--- src/include/cpsr_defs.vh ---
// register map, field positions, reset values and control port framing for the power sequencer
`ifndef CPSR_DEFS_VH
`define CPSR_DEFS_VH

// register addresses (7-bit)
`define CPSR_ADDR_SOFT_RESET   7'h00
`define CPSR_ADDR_POWER_ONE    7'h01
`define CPSR_ADDR_POWER_TWO    7'h02
`define CPSR_ADDR_POWER_THREE  7'h03
`define CPSR_ADDR_CLOCK_CTRL   7'h06
`define CPSR_ADDR_DAC_CTRL     7'h0A
`define CPSR_ADDR_ADC_CTRL     7'h0E
`define CPSR_ADDR_BOOST_CTRL   7'h2F
`define CPSR_ADDR_POWER_STATUS 7'h2E
`define CPSR_ADDR_LOW_POWER    7'h3A

// reset values (9-bit)
`define CPSR_RST_POWER_ONE     9'h000
`define CPSR_RST_POWER_TWO     9'h000
`define CPSR_RST_POWER_THREE   9'h000
`define CPSR_RST_CLOCK_CTRL    9'h140
`define CPSR_RST_DAC_CTRL      9'h000
`define CPSR_RST_ADC_CTRL      9'h100
`define CPSR_RST_BOOST_CTRL    9'h000
`define CPSR_RST_LOW_POWER     9'h000

// writable bit masks; other bits read as zero
`define CPSR_MASK_POWER_ONE    9'h17F
`define CPSR_MASK_POWER_TWO    9'h015
`define CPSR_MASK_POWER_THREE  9'h0ED
`define CPSR_MASK_CLOCK_CTRL   9'h1FD
`define CPSR_MASK_DAC_CTRL     9'h07D
`define CPSR_MASK_ADC_CTRL     9'h1F9
`define CPSR_MASK_BOOST_CTRL   9'h00C
`define CPSR_MASK_LOW_POWER    9'h1FF

// power register one fields
`define CPSR_REF_IMPEDANCE_SEL_LSB        0
`define CPSR_BIASBUF_BIT       2
`define CPSR_MBIAS_BIT         3
`define CPSR_MICBIAS_BIT       4
`define CPSR_PLL_BIT           5
`define CPSR_AUX_BIT           6
`define CPSR_DCBUF_BIT         8
// power register two fields
`define CPSR_ADC_EN_BIT        0
`define CPSR_PGA_EN_BIT        2
`define CPSR_BOOSTSTG_EN_BIT   4
// power register three fields
`define CPSR_DAC_EN_BIT        0
`define CPSR_SPKMIX_BIT        2
`define CPSR_MONOMIX_BIT       3
`define CPSR_SPKPOS_BIT        5
`define CPSR_SPKNEG_BIT        6
`define CPSR_MONOOUT_BIT       7
// clock control fields
`define CPSR_CLKIO_BIT         0
`define CPSR_BCLKDIV_LSB       2
`define CPSR_MCLKDIV_LSB       5
// converter control fields
`define CPSR_OSR_BIT           3
`define CPSR_DAC_MUTE_BIT      6
// boost control fields
`define CPSR_SPK_BOOST_BIT     2
`define CPSR_MONO_BOOST_BIT    3

// control port frame: read flag, 7 address bits, 9 data bits
`define CPSR_FRAME_BITS        5'd17
`define CPSR_HEAD_BITS         5'd8
`endif

--- src/logic/cpsr_power_seq.v ---
// codec power sequencing registers behind a serial control port
// Operation
// - master bias bit powers all analog bias
// - two-bit field selects reference resistor value
// - oversample bits: low 64x, high 128x
// - every analog function has own enable bit
// - bias buffer bit turns on buffer
`timescale 1ns/100ps
`default_nettype none
`include "cpsr_defs.vh"

module cpsr_power_seq
(
  input  wire       clk,                  // 40 MHz system clock
  input  wire       rst,                  // asynchronous reset, active high
  input  wire       ctl_sclk,             // control port serial clock
  input  wire       ctl_cs_n,             // control port frame select, active low
  input  wire       ctl_sdin,             // control port serial data in
  output wire       ctl_sdout,            // readback data
  output wire       ctl_sdout_oe,         // readback drive enable
  output reg  [1:0] ref_impedance_sel,    // reference resistor select
  output reg        master_bias_en,       // analog bias for all blocks
  output reg        bias_buffer_en,       // internal bias buffer
  output reg        mic_bias_en,          // microphone bias
  output reg        aux_en,               // auxiliary input
  output reg        dc_buffer_en,         // dc buffer
  output reg        pll_power_en,         // pll power
  output reg        adc_power_en,         // adc power
  output reg        pga_power_en,         // input gain stage power
  output reg        input_boost_en,       // input boost stage power
  output reg        dac_power_en,         // dac power
  output reg        speaker_mixer_en,     // speaker mixer power
  output reg        mono_mixer_en,        // mono mixer power
  output reg        speaker_pos_en,       // speaker positive driver
  output reg        speaker_neg_en,       // speaker negative driver
  output reg        mono_output_en,       // mono output driver
  output reg        clock_io_master_en,   // clock pins driven as master
  output reg  [2:0] bit_clock_div_sel,    // bit clock divider
  output reg  [2:0] master_clock_div_sel, // master clock divider
  output reg        dac_oversample_sel,   // 0: 64x, 1: 128x
  output reg        adc_oversample_sel,   // 0: 64x, 1: 128x
  output reg        dac_soft_mute,        // dac mute
  output reg        speaker_boost_mode,   // 5.0 V speaker mode
  output reg        mono_out_boost_mode,  // 5.0 V mono mode
  output reg  [8:0] low_power_bits        // low power control field
);

  reg  [8:0] power_reg_one;         // power register one
  reg  [8:0] power_two_reg;         // power register two
  reg  [8:0] power_three_reg;       // power register three
  reg  [8:0] clock_ctrl_reg;        // clock control
  reg  [8:0] dac_control_reg;       // dac control
  reg  [8:0] adc_control_reg;       // adc control
  reg  [8:0] boost_ctrl_reg;        // speaker supply mode
  reg  [8:0] low_power_reg;         // low power control
  reg        sclk_last_reg;         // sclk one cycle ago
  reg  [4:0] bit_count_reg;         // bits taken in this frame
  reg  [7:0] head_reg;              // read flag and address
  reg  [8:0] wdata_reg;             // write data shift
  reg  [8:0] rdata_reg;             // readback shift
  reg        reading_reg;           // frame is a read
  wire       sclk_rise;             // sample edge
  wire       sclk_fall;             // shift-out edge
  wire       write_now;             // last data bit taken
  wire [8:0] write_word;            // full write word
  wire [6:0] write_addr;            // write address
  wire [8:0] status_word;           // effective power state

  // effective enables: nothing is powered without master bias
  assign status_word = {master_bias_en & dc_buffer_en,
                        master_bias_en & mono_output_en,
                        master_bias_en & (speaker_neg_en | speaker_pos_en),
                        master_bias_en & (speaker_mixer_en | mono_mixer_en),
                        master_bias_en & dac_power_en,
                        master_bias_en & adc_power_en,
                        master_bias_en & pll_power_en,
                        master_bias_en & bias_buffer_en,
                        master_bias_en};

  // register readback by address; unmapped reads zero
  function [8:0] cpsr_read;
    input [6:0] addr;
    begin
      case (addr)
        `CPSR_ADDR_POWER_ONE:    cpsr_read = power_reg_one;
        `CPSR_ADDR_POWER_TWO:    cpsr_read = power_two_reg;
        `CPSR_ADDR_POWER_THREE:  cpsr_read = power_three_reg;
        `CPSR_ADDR_CLOCK_CTRL:   cpsr_read = clock_ctrl_reg;
        `CPSR_ADDR_DAC_CTRL:     cpsr_read = dac_control_reg;
        `CPSR_ADDR_ADC_CTRL:     cpsr_read = adc_control_reg;
        `CPSR_ADDR_BOOST_CTRL:   cpsr_read = boost_ctrl_reg;
        `CPSR_ADDR_LOW_POWER:    cpsr_read = low_power_reg;
        `CPSR_ADDR_POWER_STATUS: cpsr_read = status_word;
        default:                 cpsr_read = 9'h000;
      endcase
    end
  endfunction

  assign sclk_rise    = ctl_sclk & ~sclk_last_reg & ~ctl_cs_n;
  assign sclk_fall    = ~ctl_sclk & sclk_last_reg & ~ctl_cs_n;
  assign write_word   = {wdata_reg[7:0], ctl_sdin};
  assign write_addr   = head_reg[6:0];
  assign write_now    = sclk_rise & ~head_reg[7] &
                        (bit_count_reg == (`CPSR_FRAME_BITS - 5'd1));
  assign ctl_sdout    = rdata_reg[8];
  assign ctl_sdout_oe = reading_reg & ~ctl_cs_n;

  // serial frame capture: read flag, address, then data msb first
  always @(posedge clk or posedge rst)
  begin
    if (rst)
    begin
      sclk_last_reg <= 1'b0;
      bit_count_reg <= 5'd0;
      head_reg      <= 8'h00;
      wdata_reg     <= 9'h000;
      rdata_reg     <= 9'h000;
      reading_reg   <= 1'b0;
    end
    else
    begin
      sclk_last_reg <= ctl_sclk;
      if (ctl_cs_n)
      begin
        // idle between frames
        bit_count_reg <= 5'd0;
        reading_reg   <= 1'b0;
      end
      else if (sclk_rise && bit_count_reg != `CPSR_FRAME_BITS)
      begin
        bit_count_reg <= bit_count_reg + 5'd1;
        if (bit_count_reg < `CPSR_HEAD_BITS)
          head_reg <= {head_reg[6:0], ctl_sdin};
        else
          wdata_reg <= write_word;
        if (bit_count_reg == (`CPSR_HEAD_BITS - 5'd1) && head_reg[6])
        begin
          // read frame: load the addressed register for shift-out
          reading_reg <= 1'b1;
          rdata_reg   <= cpsr_read({head_reg[5:0], ctl_sdin});
        end
      end
      else if (sclk_fall && reading_reg && bit_count_reg > `CPSR_HEAD_BITS)
        rdata_reg <= {rdata_reg[7:0], 1'b0};
    end
  end

  // register writes; any write to address zero restores all defaults
  always @(posedge clk or posedge rst)
  begin
    if (rst)
    begin
      power_reg_one   <= `CPSR_RST_POWER_ONE;
      power_two_reg   <= `CPSR_RST_POWER_TWO;
      power_three_reg <= `CPSR_RST_POWER_THREE;
      clock_ctrl_reg  <= `CPSR_RST_CLOCK_CTRL;
      dac_control_reg <= `CPSR_RST_DAC_CTRL;
      adc_control_reg <= `CPSR_RST_ADC_CTRL;
      boost_ctrl_reg  <= `CPSR_RST_BOOST_CTRL;
      low_power_reg   <= `CPSR_RST_LOW_POWER;
    end
    else if (write_now)
    begin
      case (write_addr)
        `CPSR_ADDR_SOFT_RESET:
        begin
          power_reg_one   <= `CPSR_RST_POWER_ONE;
          power_two_reg   <= `CPSR_RST_POWER_TWO;
          power_three_reg <= `CPSR_RST_POWER_THREE;
          clock_ctrl_reg  <= `CPSR_RST_CLOCK_CTRL;
          dac_control_reg <= `CPSR_RST_DAC_CTRL;
          adc_control_reg <= `CPSR_RST_ADC_CTRL;
          boost_ctrl_reg  <= `CPSR_RST_BOOST_CTRL;
          low_power_reg   <= `CPSR_RST_LOW_POWER;
        end
        `CPSR_ADDR_POWER_ONE:   power_reg_one   <= write_word & `CPSR_MASK_POWER_ONE;
        `CPSR_ADDR_POWER_TWO:   power_two_reg   <= write_word & `CPSR_MASK_POWER_TWO;
        `CPSR_ADDR_POWER_THREE: power_three_reg <= write_word & `CPSR_MASK_POWER_THREE;
        `CPSR_ADDR_CLOCK_CTRL:  clock_ctrl_reg  <= write_word & `CPSR_MASK_CLOCK_CTRL;
        `CPSR_ADDR_DAC_CTRL:    dac_control_reg <= write_word & `CPSR_MASK_DAC_CTRL;
        `CPSR_ADDR_ADC_CTRL:    adc_control_reg <= write_word & `CPSR_MASK_ADC_CTRL;
        `CPSR_ADDR_BOOST_CTRL:  boost_ctrl_reg  <= write_word & `CPSR_MASK_BOOST_CTRL;
        `CPSR_ADDR_LOW_POWER:   low_power_reg   <= write_word & `CPSR_MASK_LOW_POWER;
        default:                low_power_reg   <= low_power_reg;
      endcase
    end
  end

  // outputs registered from the control fields
  always @(posedge clk or posedge rst)
  begin
    if (rst)
    begin
      ref_impedance_sel    <= 2'h0;
      master_bias_en       <= 1'b0;
      bias_buffer_en       <= 1'b0;
      mic_bias_en          <= 1'b0;
      aux_en               <= 1'b0;
      dc_buffer_en         <= 1'b0;
      pll_power_en         <= 1'b0;
      adc_power_en         <= 1'b0;
      pga_power_en         <= 1'b0;
      input_boost_en       <= 1'b0;
      dac_power_en         <= 1'b0;
      speaker_mixer_en     <= 1'b0;
      mono_mixer_en        <= 1'b0;
      speaker_pos_en       <= 1'b0;
      speaker_neg_en       <= 1'b0;
      mono_output_en       <= 1'b0;
      clock_io_master_en   <= 1'b0;
      bit_clock_div_sel    <= 3'h0;
      master_clock_div_sel <= 3'h0;
      dac_oversample_sel   <= 1'b0;
      adc_oversample_sel   <= 1'b0;
      dac_soft_mute        <= 1'b0;
      speaker_boost_mode   <= 1'b0;
      mono_out_boost_mode  <= 1'b0;
      low_power_bits       <= 9'h000;
    end
    else
    begin
      ref_impedance_sel    <= power_reg_one[`CPSR_REF_IMPEDANCE_SEL_LSB +: 2];
      master_bias_en       <= power_reg_one[`CPSR_MBIAS_BIT];
      bias_buffer_en       <= power_reg_one[`CPSR_BIASBUF_BIT];
      mic_bias_en          <= power_reg_one[`CPSR_MICBIAS_BIT];
      aux_en               <= power_reg_one[`CPSR_AUX_BIT];
      dc_buffer_en         <= power_reg_one[`CPSR_DCBUF_BIT];
      pll_power_en         <= power_reg_one[`CPSR_PLL_BIT];
      adc_power_en         <= power_two_reg[`CPSR_ADC_EN_BIT];
      pga_power_en         <= power_two_reg[`CPSR_PGA_EN_BIT];
      input_boost_en       <= power_two_reg[`CPSR_BOOSTSTG_EN_BIT];
      dac_power_en         <= power_three_reg[`CPSR_DAC_EN_BIT];
      speaker_mixer_en     <= power_three_reg[`CPSR_SPKMIX_BIT];
      mono_mixer_en        <= power_three_reg[`CPSR_MONOMIX_BIT];
      speaker_pos_en       <= power_three_reg[`CPSR_SPKPOS_BIT];
      speaker_neg_en       <= power_three_reg[`CPSR_SPKNEG_BIT];
      mono_output_en       <= power_three_reg[`CPSR_MONOOUT_BIT];
      clock_io_master_en   <= clock_ctrl_reg[`CPSR_CLKIO_BIT];
      bit_clock_div_sel    <= clock_ctrl_reg[`CPSR_BCLKDIV_LSB +: 3];
      master_clock_div_sel <= clock_ctrl_reg[`CPSR_MCLKDIV_LSB +: 3];
      dac_oversample_sel   <= dac_control_reg[`CPSR_OSR_BIT];
      adc_oversample_sel   <= adc_control_reg[`CPSR_OSR_BIT];
      dac_soft_mute        <= dac_control_reg[`CPSR_DAC_MUTE_BIT];
      speaker_boost_mode   <= boost_ctrl_reg[`CPSR_SPK_BOOST_BIT];
      mono_out_boost_mode  <= boost_ctrl_reg[`CPSR_MONO_BOOST_BIT];
      low_power_bits       <= low_power_reg;
    end
  end

endmodule
`default_nettype wire

--- config.mk ---
export PLATFORM = sky130hd
export DESIGN_NAME = cpsr_power_seq
export DESIGN_NICKNAME = d
export VERILOG_FILES = /design/src/logic/cpsr_power_seq.v
export VERILOG_INCLUDE_DIRS = /design/src /design/src/include
export SDC_FILE = /design/constraint.sdc
export NUM_CORES = 1
export LEC_CHECK = 0
export ABC_AREA = 1
export BUFFER_PORTS_ARGS = -buffer_cell sky130_fd_sc_hd__buf_2
export CORE_MARGIN = 4
export CORE_UTILIZATION = 45
export CTS_CLUSTER_DIAMETER = 30
export DETAILED_ROUTE_END_ITERATION = 10
export PLACE_DENSITY = 0.69
export SYNTH_ARGS = -nofsm -noshare
export SYNTH_HDL_FRONTEND = slang
export SYNTH_SLANG_ARGS = --single-unit
export TNS_END_PERCENT = 1
--- constraint.sdc ---
create_clock -name clk -period 3.4 [get_ports clk]
set_clock_uncertainty 0.05 [all_clocks]
set_input_delay 0.34 -clock clk [delete_from_list [all_inputs] [get_ports clk]]
set_output_delay 0.34 -clock clk [all_outputs]
set_load 0.05 [all_outputs]
==> results of run 1 <==
## kinds of logic (layout without fill, tap and decap cells)
family / Yosys count / after routing / share of synthesized area (%)
buf+inv: 60 / 130 / 4.98
compound gates: 90 / 90 / 10.5
flops: 119 / 119 / 58.2
fa+ha+maj: 3 / 3 / 0.733
simple gates: 295 / 295 / 25.6
## worst max-delay path, cell delays in order, from the launching register on
cell and delay (ns):
dfrtp_1 0.48, inv_2 0.16, nand2_4 0.08, nor2_8 0.33
nand3_4 0.16, nor2_8 0.24, inv_2 0.10, a21oi_4 0.23
inv_2 0.10, nand2_1 0.08, o21ai_1 0.07
## power groups by stage
| stage | registers [mW] | logic, mW | clock network (mW) |
|---|---|---|---|
| after global routing | 1.49 | 0.438 | 2.01 |
| after detailed placement | 1.51 | 0.392 | 0 |
| after CTS | 1.48 | 0.395 | 1.94 |
| after global placement | 1.51 | 0.387 | 0 |
| final | 1.48 | 0.397 | 1.92 |
| after floorplan | 1.50 | 0.313 | 0 |
## final cells by class
type                    instances  area share, %
clock buffers                  18           7.16
clock inverters                14           3.16
inverters                      50           3.12
multi-input cells             388           30.7
flip-flops and latches        119           48.6
well taps                     140           2.86
repair buffers                 48           4.33
## worst paths after layout
| check | from | endpoint | slack [ns] |
|---|---|---|---|
| worst min-delay path | rst | power_three_reg[0] | 0.02 |
| worst max register to register | head_reg[3] | clock_ctrl_reg[3] | 1.19 |
| max in group asynchronous | rst | clock_ctrl_reg[6] | 2.46 |
| min in group clk | ctl_cs_n | bit_count_reg[4] | 0.10 |
| worst max-delay path | head_reg[3] | clock_ctrl_reg[3] | 1.19 |
| worst min register to register | power_reg_one[8] | dc_buffer_en | 0.35 |
## placed cells by master (no fill, tap or decap), types with 2 or more instances in the layout
master	netlist	layout
nor4_1	2	2
nand2_2	5	5
o21ai_0	52	52
buf_2	3	44
bufinv_16	0	4
nand2_1	148	148
nand3_2	2	2
clkinv_2	0	3
nor2_1	64	64
clkinvlp_4	0	3
inv_2	9	9
o21ai_2	10	10
o21ai_4	2	2
dfstp_2	3	3
nor2_2	3	3
clkbuf_16	0	17
ha_1	3	3
dfrtp_1	116	116
inv_1	41	40
inv_6	0	4
a21oi_4	2	2
nor3_1	5	5
buf_4	3	2
nand3_1	58	58
o21ai_1	10	10
a21oi_1	11	11
nor2_8	2	2
and3_1	2	2
## layer usage
| metal | routed length [µm] | share of wire [%] |
|---|---|---|
| met1 | 6070 | 44 |
| met5 | 0 | 0 |
| met2 | 6250 | 45 |
| met4 | 546 | 3.9 |
| met3 | 1010 | 7.3 |
## stage by stage
step	total power, mW	hold WS (ns)	setup WS (ns)
floorplan	1.81	0.317	1.56
global placement	1.89	0.337	1.24
detailed placement	1.90	0.340	1.26
CTS	3.82	0.0542	1.21
global route	3.93	0.0952	1.08
finish	3.80	0.0178	1.19
## what timing repair did
item | CTS | global route
endpoints found under the hold margin | 1 | 0
buffers inserted | 0 | 0
hold buffers | 1 | 0
==> out/metrics.yaml, run 1 <==
synth_cells: 567
synth_edf_count: 0
arrival_ns: 2.46
dpl_cell_area_mm2: 0.00549
overflow: 0
grt_pass1_wl_mm: 22.7
seqPwrFrac_pct: 39.0
clk_path_buf_depth: 2
fin_crit_ns: 2.21
num_rows: 38
nets: 632
gr-max-usage-layer: "met2"
ctsHtreeMaxLevel: 4
fin_cells: 777
grt_max_degree: 66
track_usage_pct: 23.2
drcViolationCount: 0
grt_util_met3_pct: 7.03
synth-seq-area-share_pct: 58.2
min_path_type: "primary input to async pin"
synth_fp_nets: 575
drtIter0Drc: 428
p_comb_share_pct: 10.4
power_density_mw_per_mm2: 620
final.fill_count: 968
switching_power_mw: 1.02
async_flop_share_pct: 100
worstSetupEndpointType: "flip-flop"
grt_pass1_vias: 4217
fin_util_pct: 55.8
hpwl_mm: 9.94
io_pins: 45
antenna_cells: 0
clock_latency_ns: 0.43
antenna_found_initial: 0
slew_headroom_pct: 44.1
power.share.clock_pct: 50.5
start_util_pct: 46.6
first_pass_iters: 9
internal_power_mw: 2.78
startpoint_type: "flip-flop"
die_h_um: 115
gp_congestion: 1.02
maxClockFrequency_mhz: 453
ys_top_cells_by_area: "dfrtp_1, nand2_1, nand3_1"
run_status: "complete, no violations"
ys_warn_count: 0
grtUsageMet2_pct: 33.8
coreArea_mm2: 0.0110
die_w_um: 115
drt-wirelength-per-cell_um: 17.9
clk_pin_slew_ns: 0.06
portBuffers: 44
clock-sinks: 119
vias: 4221
drv_slew: 0
stdcell_area_mm2: 0.00613
cp.required_ns: 3.65
r2r_cells: 10
areaGrowthSynthToFinish_pct: 19.7
wirelength_mm: 13.9
multi_input_area_mm2: 0.00188
tightest_slew_ns: 0.837
cts_resized: 0
totalNegativeSetupSlack_ns: 0
ys.flop_type: "dfrtp_1"
p_leak_nw: 3.05
max-vdd-ir-drop_mv: 0.495
grt_use_met1_pct: 31.4
netlist.area_leader.share_pct: 56.7
ff_latch_area_mm2: 0.00298
swShare_pct: 26.8
yosys_register_bits: 119
via_per_inst: 5.43
drive_gt1_share_pct: 19.2
avgSynthCellArea_um2: 9.03
ys_types: 32
die_area_mm2: 0.0132
yosys-top-cells-count: "nand2_1, dfrtp_1, nor2_1"
maxCapViolCount: 0
syn_area_mm2: 0.00512
crit_type: "flip-flop to flip-flop"
synthMostInstantiatedCell: "nand2_1"
cts_buffers: 17
rsz0062_at_grt: "no"
ant_nets: 0
min_period_over_period_pct: 65.0
yosysTopAreaCell: "dfrtp_1"
setup_viol: 0
path_max_fanout: 28
root_buffer: "clkbuf_16"
cts_tree: "built"
dp.cells: 744
hold_violations: 0
No activity file was read; power rests on OpenSTA's default activity.
==> inputs of run 2 (changes only) <==
--- a/config.mk
+++ b/config.mk
@@ -12,7 +12,7 @@
 export CORE_UTILIZATION = 45
 export CTS_CLUSTER_DIAMETER = 30
 export DETAILED_ROUTE_END_ITERATION = 10
-export PLACE_DENSITY = 0.69
+export PLACE_DENSITY = 0.67
 export SYNTH_ARGS = -nofsm -noshare
 export SYNTH_HDL_FRONTEND = slang
 export SYNTH_SLANG_ARGS = --single-unit
==> constraint.sdc (replaced) <==
create_clock -name clk -period 2.1 [get_ports clk]
set_clock_uncertainty 0.05 [all_clocks]
set_input_delay 0.21 -clock clk [delete_from_list [all_inputs] [get_ports clk]]
set_output_delay 0.21 -clock clk [all_outputs]
set_load 0.05 [all_outputs]
==> out/metrics.yaml, run 2 (synthesized netlist as in run 1, its figures left out) <==
overflow: 0  # unchanged
drtIter0Drc: 383  # was 428
min_period_over_period_pct: 90.2  # was 65.0%
grt_pass1_vias: 4130  # was 4,217
root_buffer: "clkbuf_16"  # unchanged
rsz0062_at_grt: "no"  # unchanged
clk_pin_slew_ns: 0.06  # about the same
grt_max_degree: 120  # was 66
slew_headroom_pct: 57.6  # was 44.1%
start_util_pct: 46.6  # unchanged
antenna_cells: 0  # unchanged
grt_use_met1_pct: 29.2  # was 31.4%
p_leak_nw: 3.09  # was 3.05 nW
startpoint_type: "flip-flop"  # unchanged
drive_gt1_share_pct: 20.2  # was 19.2%
post-cts-setup-buffer-count: 0  # unchanged
gr-max-usage-layer: "met2"  # unchanged
io_pins: 45  # unchanged
num_rows: 38  # unchanged
fin_crit_ns: 1.89  # was 2.21 ns
run_status: "complete, no violations"  # unchanged
path_cells: "inv_2 -> nand2_4 -> nor2_8 -> buf_4 -> nand3_1 -> nand3_1 -> nor2_1 -> nand2_1 -> nand2_1 -> a21oi_1"  # was inv_2 -> nand2_4 -> nor2_8 -> nand3_4 -> nor2_8 -> inv_2 -> a21oi_4 -> inv_2 -> nand2_1 -> o21ai_1
totalNegativeSetupSlack_ns: 0  # unchanged
clock_latency_ns: 0.43  # about the same
drt-wirelength-per-cell_um: 16.7  # was 17.9 µm
track_usage_pct: 21.8  # was 23.2%
ant_nets: 0  # unchanged
setup_viol: 0  # unchanged
grt_util_met3_pct: 5.39  # was 7.03%
path_max_fanout: 24  # was 28
power_density_mw_per_mm2: 974  # was 620 mW/mm²
tightest_slew_ns: 0.636  # was 0.837 ns
ctsHtreeMaxLevel: 4  # unchanged
min_path_type: "primary input to flip-flop"  # was primary input to async pin
max-vdd-ir-drop_mv: 0.620  # was 0.495 mV
via_per_inst: 5.31  # was 5.43
drcViolationCount: 0  # unchanged
cts_resized: 0  # unchanged
final_cell_mix: "nand2_1, dfrtp_1, nor2_1"  # unchanged
holdPathStages: 3
fin_cells: 788  # was 777
maxClockFrequency_mhz: 528  # was 453 MHz
r2r_cells: 10  # unchanged
maxCapViolCount: 0  # unchanged
hold_violations: 0  # unchanged
clk_path_buf_depth: 2  # unchanged
grtUsageMet2_pct: 33.6  # was 33.8%
worstSetupEndpointType: "flip-flop"  # unchanged
crit_type: "flip-flop to flip-flop"  # unchanged
cts_buffers: 17  # unchanged
clock-sinks: 119  # unchanged
antenna_found_initial: 0  # unchanged
portBuffers: 44  # unchanged
gp_congestion: 0.955  # was 1.02
slowest_delay_ns: 0.48  # about the same
final_common_cell: "nand2_1"  # unchanged
wirelength_mm: 13.1  # was 13.9 mm
grt_pass1_wl_mm: 21.6  # was 22.7 mm
nets: 643  # was 632
cp.required_ns: 2.39  # was 3.65 ns
arrival_ns: 2.18  # was 2.46 ns
dp.cells: 753  # was 744
die_w_um: 115  # unchanged
die_area_mm2: 0.0132  # unchanged
coreArea_mm2: 0.0110  # unchanged
first_pass_iters: 7  # was 9
cts_tree: "built"  # unchanged
cts_hold_buf: 3  # was 1
vias: 4181  # was 4,221
cp_slowest_cell: "dfrtp_1"  # unchanged
die_h_um: 115  # unchanged
areaGrowthSynthToFinish_pct: 21.3  # was 19.7%
hpwl_mm: 9.34  # was 9.94 mm
drv_slew: 0  # unchanged
run 2: final timing paths:
path                                  startpoint                 to  slack (ns)
worst max-delay path                 head_reg[3]       rdata_reg[5]        0.21
worst min-delay path                    ctl_sdin   power_two_reg[0]        0.07
worst max register to register       head_reg[3]       rdata_reg[5]        0.21
worst min register to register  low_power_reg[6]  low_power_bits[6]        0.36
max in group asynchronous                    rst        reading_reg        1.05
min in group asynchronous                    rst  low_power_bits[0]        0.45
run 2: worst max-delay path: cells and delay by family, from the launching register on:
kind                   cells  cell delay (ns)
AND/OR/NAND/NOR            7             0.68
flip-flops                 1             0.48
buffers and inverters      2             0.44
AO/OA/AOI/OAI              1             0.16
run 2: power by group:
group	switching [mW]	total [mW]	internal (mW)
Clock	1.08	2.98	1.90
Sequential	0.0650	2.40	2.34
Combinational	0.492	0.667	0.175
run 2: metrics by stage:
stage               area (µm²)  utilization (%)  setup slack (ns)  hold WS (ns)  power, mW
floorplan                 5120                -             0.270         0.191       2.93
global placement          5570             50.7             0.213         0.302       3.10
detailed placement        5570             50.7             0.216         0.306       3.10
CTS                       6210             56.5             0.205        0.0438       6.09
global route              6210             56.5            0.0238        0.0753       6.28
finish                    6210             56.5             0.206        0.0678       6.05
run 2: area by class of cell:
cell class	instances	area [µm²]
Inverter	50	191
Clock buffer	18	439
Fill cell	966	4770
Tap cell	140	175
Clock inverter	14	173
Timing Repair Buffer	59	365
Multi-Input combinational cell	388	1880
Sequential cell	119	2980
run 2: routing by layer:
metal,routed length [µm],vias up
met5,0,-
met4,384,0
met3,864,33
met2,6160,175
met1,5730,1994
li1,-,1979
==> inputs of run 3 (changes only) <==
--- a/config.mk
+++ b/config.mk
@@ -6,7 +6,6 @@
 export SDC_FILE = /design/constraint.sdc
 export NUM_CORES = 1
 export LEC_CHECK = 0
-export ABC_AREA = 1
 export BUFFER_PORTS_ARGS = -buffer_cell sky130_fd_sc_hd__buf_2
 export CORE_MARGIN = 4
 export CORE_UTILIZATION = 45
==> out/metrics.yaml, run 3 <==
synth-compound-area-share_pct: 12.1  # was 10.5%
synth_top_family_by_area: "simple AND/OR/NAND/NOR gates"  # unchanged
worstSetupEndpointType: "flip-flop"  # unchanged
netlist.area_leader.share_pct: 57.2  # was 56.7%
die_area_mm2: 0.0130  # was 0.0132 mm²
track_usage_pct: 21.4  # was 21.8%
fin_crit_ns: 2.04  # was 1.89 ns
overflow: 0  # unchanged
yosys-top-cells-count: "dfrtp_1, nand2_1, o21ai_0"  # was nand2_1, dfrtp_1, nor2_1
synthAdderAreaFrac_pct: 0.740  # was 0.733%
synth_cells: 466  # was 567
die_h_um: 114  # was 115 µm
ys_warn_count: 0  # unchanged
swShare_pct: 25.4  # was 27.0%
muxShareOfSynthArea_pct: 5.80  # was 0%
syn_area_mm2: 0.00507  # was 0.00512 mm²
internal_power_mw: 4.70  # was 4.41 mW
synth_fp_nets: 474  # was 575
cts_tree: "built"  # unchanged
io_pins: 45  # unchanged
r2r_cells: 6  # was 10
grt_max_degree: 120  # unchanged
min_period_over_period_pct: 97.0  # was 90.2%
arrival_ns: 2.33  # was 2.18 ns
async_flop_share_pct: 100  # unchanged
p_comb_share_pct: 14.3  # was 11.0%
antenna_found_initial: 0  # unchanged
totalNegativeSetupSlack_ns: 0  # unchanged
cp.required_ns: 2.39  # about the same
yosys_register_bits: 119  # unchanged
cts_buffers: 17  # unchanged
synth_xor_area_share_pct: 0.345  # was 0%
slowest_delay_ns: 0.53  # was 0.48 ns
start_util_pct: 46.4  # was 46.6%
yosysTopAreaCell: "dfrtp_1"  # unchanged
power.share.clock_pct: 46.6  # was 49.3%
switching_power_mw: 1.60  # was 1.63 mW
root_buffer: "clkbuf_16"  # unchanged
power_density_mw_per_mm2: 981  # was 974 mW/mm²
antenna_cells: 0  # unchanged
portBuffers: 44  # unchanged
grt_pass1_wl_mm: 21.3  # was 21.6 mm
wirelength_mm: 13.5  # was 13.1 mm
synth_edf_count: 0  # unchanged
final_cell_mix: "dfrtp_1, nand2_1, buf_2, buf_4, o21ai_0"  # was nand2_1, dfrtp_1, nor2_1
hold_violations: 0  # unchanged
holdPathStages: 3  # unchanged
nets: 556  # was 643
areaGrowthSynthToFinish_pct: 26.7  # was 21.3%
die_w_um: 114  # was 115 µm
ys.flop_type: "dfrtp_1"  # unchanged
synth-seq-area-share_pct: 58.8  # was 58.2%
min_from: "ctl_sdin"  # unchanged
final_common_cell: "dfrtp_1"  # was nand2_1
coreArea_mm2: 0.0109  # was 0.0110 mm²
holdWs_ns: 0.161  # was 0.0678 ns
r2r_slack_ns: 0.06  # was 0.21 ns
ys_types: 55  # was 32
crit_type: "flip-flop to flip-flop"  # unchanged
drv_slew: 0  # unchanged
drive_gt1_share_pct: 29.6  # was 20.2%
ant_nets: 0  # unchanged
synth_simple_gate_area_share_pct: 18.5  # was 25.6%
clk_pin_slew_ns: 0.05  # was 0.06 ns
clk_path_buf_depth: 2  # unchanged
num_rows: 38  # unchanged
max-vdd-ir-drop_mv: 0.584  # was 0.620 mV
min_to: "power_two_reg[0]"  # unchanged
rr_endpoint: "clock_ctrl_reg[6]"  # was rdata_reg[5]
final.fill_count: 927  # was 966
startpoint_type: "flip-flop"  # unchanged
gp_congestion: 0.928  # was 0.955
via_per_inst: 5.62  # was 5.31
path_cells: "or3_4 -> buf_4 -> or4_1 -> buf_6 -> nand3b_1 -> o21a_1"  # was inv_2 -> nand2_4 -> nor2_8 -> buf_4 -> nand3_1 -> nand3_1 -> nor2_1 -> nand2_1 -> nand2_1 -> a21oi_1
p_leak_nw: 3.10  # was 3.09 nW
drtIter0Drc: 414  # was 383
min_path_type: "primary input to flip-flop"  # unchanged
r2r_start: "head_reg[3]"  # unchanged
rsz0062_at_grt: "yes"  # was no
vias: 3937  # was 4,181
setup_viol: 0  # unchanged
hpwl_mm: 8.96  # was 9.34 mm
path_max_fanout: 12  # was 24
slew_headroom_pct: 49.0  # was 57.6%
drcViolationCount: 0  # unchanged
seqPwrFrac_pct: 39.2  # was 39.7%
drt-wirelength-per-cell_um: 19.2  # was 16.7 µm
clock-sinks: 119  # unchanged
avgSynthCellArea_um2: 10.9  # was 9.03 µm²
grt_pass1_vias: 3835  # was 4,130
post-cts-setup-buffer-count: 0  # unchanged
clock_latency_ns: 0.41  # was 0.43 ns
fin_util_pct: 58.8  # was 56.5%
cp_slowest_cell: "or4_1"  # was dfrtp_1
synthMostInstantiatedCell: "dfrtp_1"  # was nand2_1
run_status: "complete, no violations"  # unchanged
tightest_slew_ns: 0.762  # was 0.636 ns
ys_top_cells_by_area: "dfrtp_1, nand2_1, mux2_2"  # was dfrtp_1, nand2_1, nand3_1
ctsHtreeMaxLevel: 4  # unchanged
first_pass_iters: 7  # unchanged
maxClockFrequency_mhz: 491  # was 528 MHz
maxCapViolCount: 0  # unchanged
==> run 3: repair_timing <==
item | CTS | global route
pin swaps | 1 | 3
gates cloned | 1 | 1
hold buffers | 2 | 0
setup endpoints to repair | 47 | 35
hold endpoints to repair | 117 | 0
resized for setup | 12 | 12
==> run 3: through the flow <==
stage | instance area (µm²) | worst slack [ns] | std cells | power, mW
floorplan | 5080 | -0.0117 | 466 | 2.93
global placement | 5700 | -0.212 | 665 | 3.29
detailed placement | 5700 | -0.236 | 665 | 3.31
CTS | 6380 | 0.0114 | 700 | 6.28
global route | 6420 | -0.00909 | 701 | 6.52
finish | 6420 | 0.0634 | 701 | 6.30
==> run 3: kinds of logic (layout without fill, tap and decap cells) <==
logic type / count (synthesis) / after routing
XOR/XNOR: 2 / 2
flip-flops: 119 / 119
buffers and inverters: 42 / 135
AND/OR/NAND/NOR: 180 / 182
AO/OA/AOI/OAI: 93 / 93
multiplexers: 27 / 27
adder cells (fa/ha/maj): 3 / 3
==> run 3: cell type report <==
cell class / instances / area (µm²) / share of cell area (%)
clock buffers: 23 / 478 / 7.44
clock inverters: 9 / 124 / 1.93
inverters: 12 / 48.8 / 0.759
multi-input cells: 307 / 2010 / 31.2
flip-flops and latches: 119 / 2980 / 46.4
well taps: 140 / 175 / 2.73
repair buffers: 91 / 609 / 9.48
==> run 3: power by group through the flow <==
| stage | combinational [mW] | clock [mW] | sequential, mW |
|---|---|---|---|
| final | 0.899 | 2.93 | 2.47 |
| after global routing | 0.964 | 3.09 | 2.47 |
| after CTS | 0.858 | 2.97 | 2.45 |
| after detailed placement | 0.826 | 0 | 2.49 |
| after global placement | 0.810 | 0 | 2.48 |
| after floorplan | 0.491 | 0 | 2.44 |
==> run 3: how the worst max path moves through the flow <==
| stage | to | from | slack (ns) | cells past startpoint |
|---|---|---|---|---|
| 3_5_place_dp | rdata_reg[8] | head_reg[3] | -0.24 | 5 |
| 3_3_place_gp | rdata_reg[0] | head_reg[2] | -0.21 | 6 |
| 4_1_cts | rdata_reg[5] | head_reg[3] | 0.01 | 7 |
| 6_report | clock_ctrl_reg[6] | head_reg[3] | 0.06 | 6 |
| 5_1_grt | power_three_reg[6] | bit_count_reg[1] | -0.009 | 7 |
| 2_1_floorplan | adc_control_reg[3] | bit_count_reg[0] | -0.01 | 9 |
==> run 3: critical path, delay by kind of cell (launching register included) <==
family	cells	cell delay [ns]
compound gates	1	0.13
flops	1	0.43
buf+inv	2	0.34
simple gates	3	1.03
==> run 3: metal layers <==
metal | track usage (%) | up-vias | routed length, µm | share of wire, %
met2 | 32.8 | 149 | 6310 | 47
met4 | 4.83 | 0 | 165 | 1.2
met1 | 30.7 | 1957 | 6080 | 45
met3 | 5.81 | 10 | 921 | 6.8
li1 | - | 1821 | - | -
met5 | 0 | - | 0 | 0
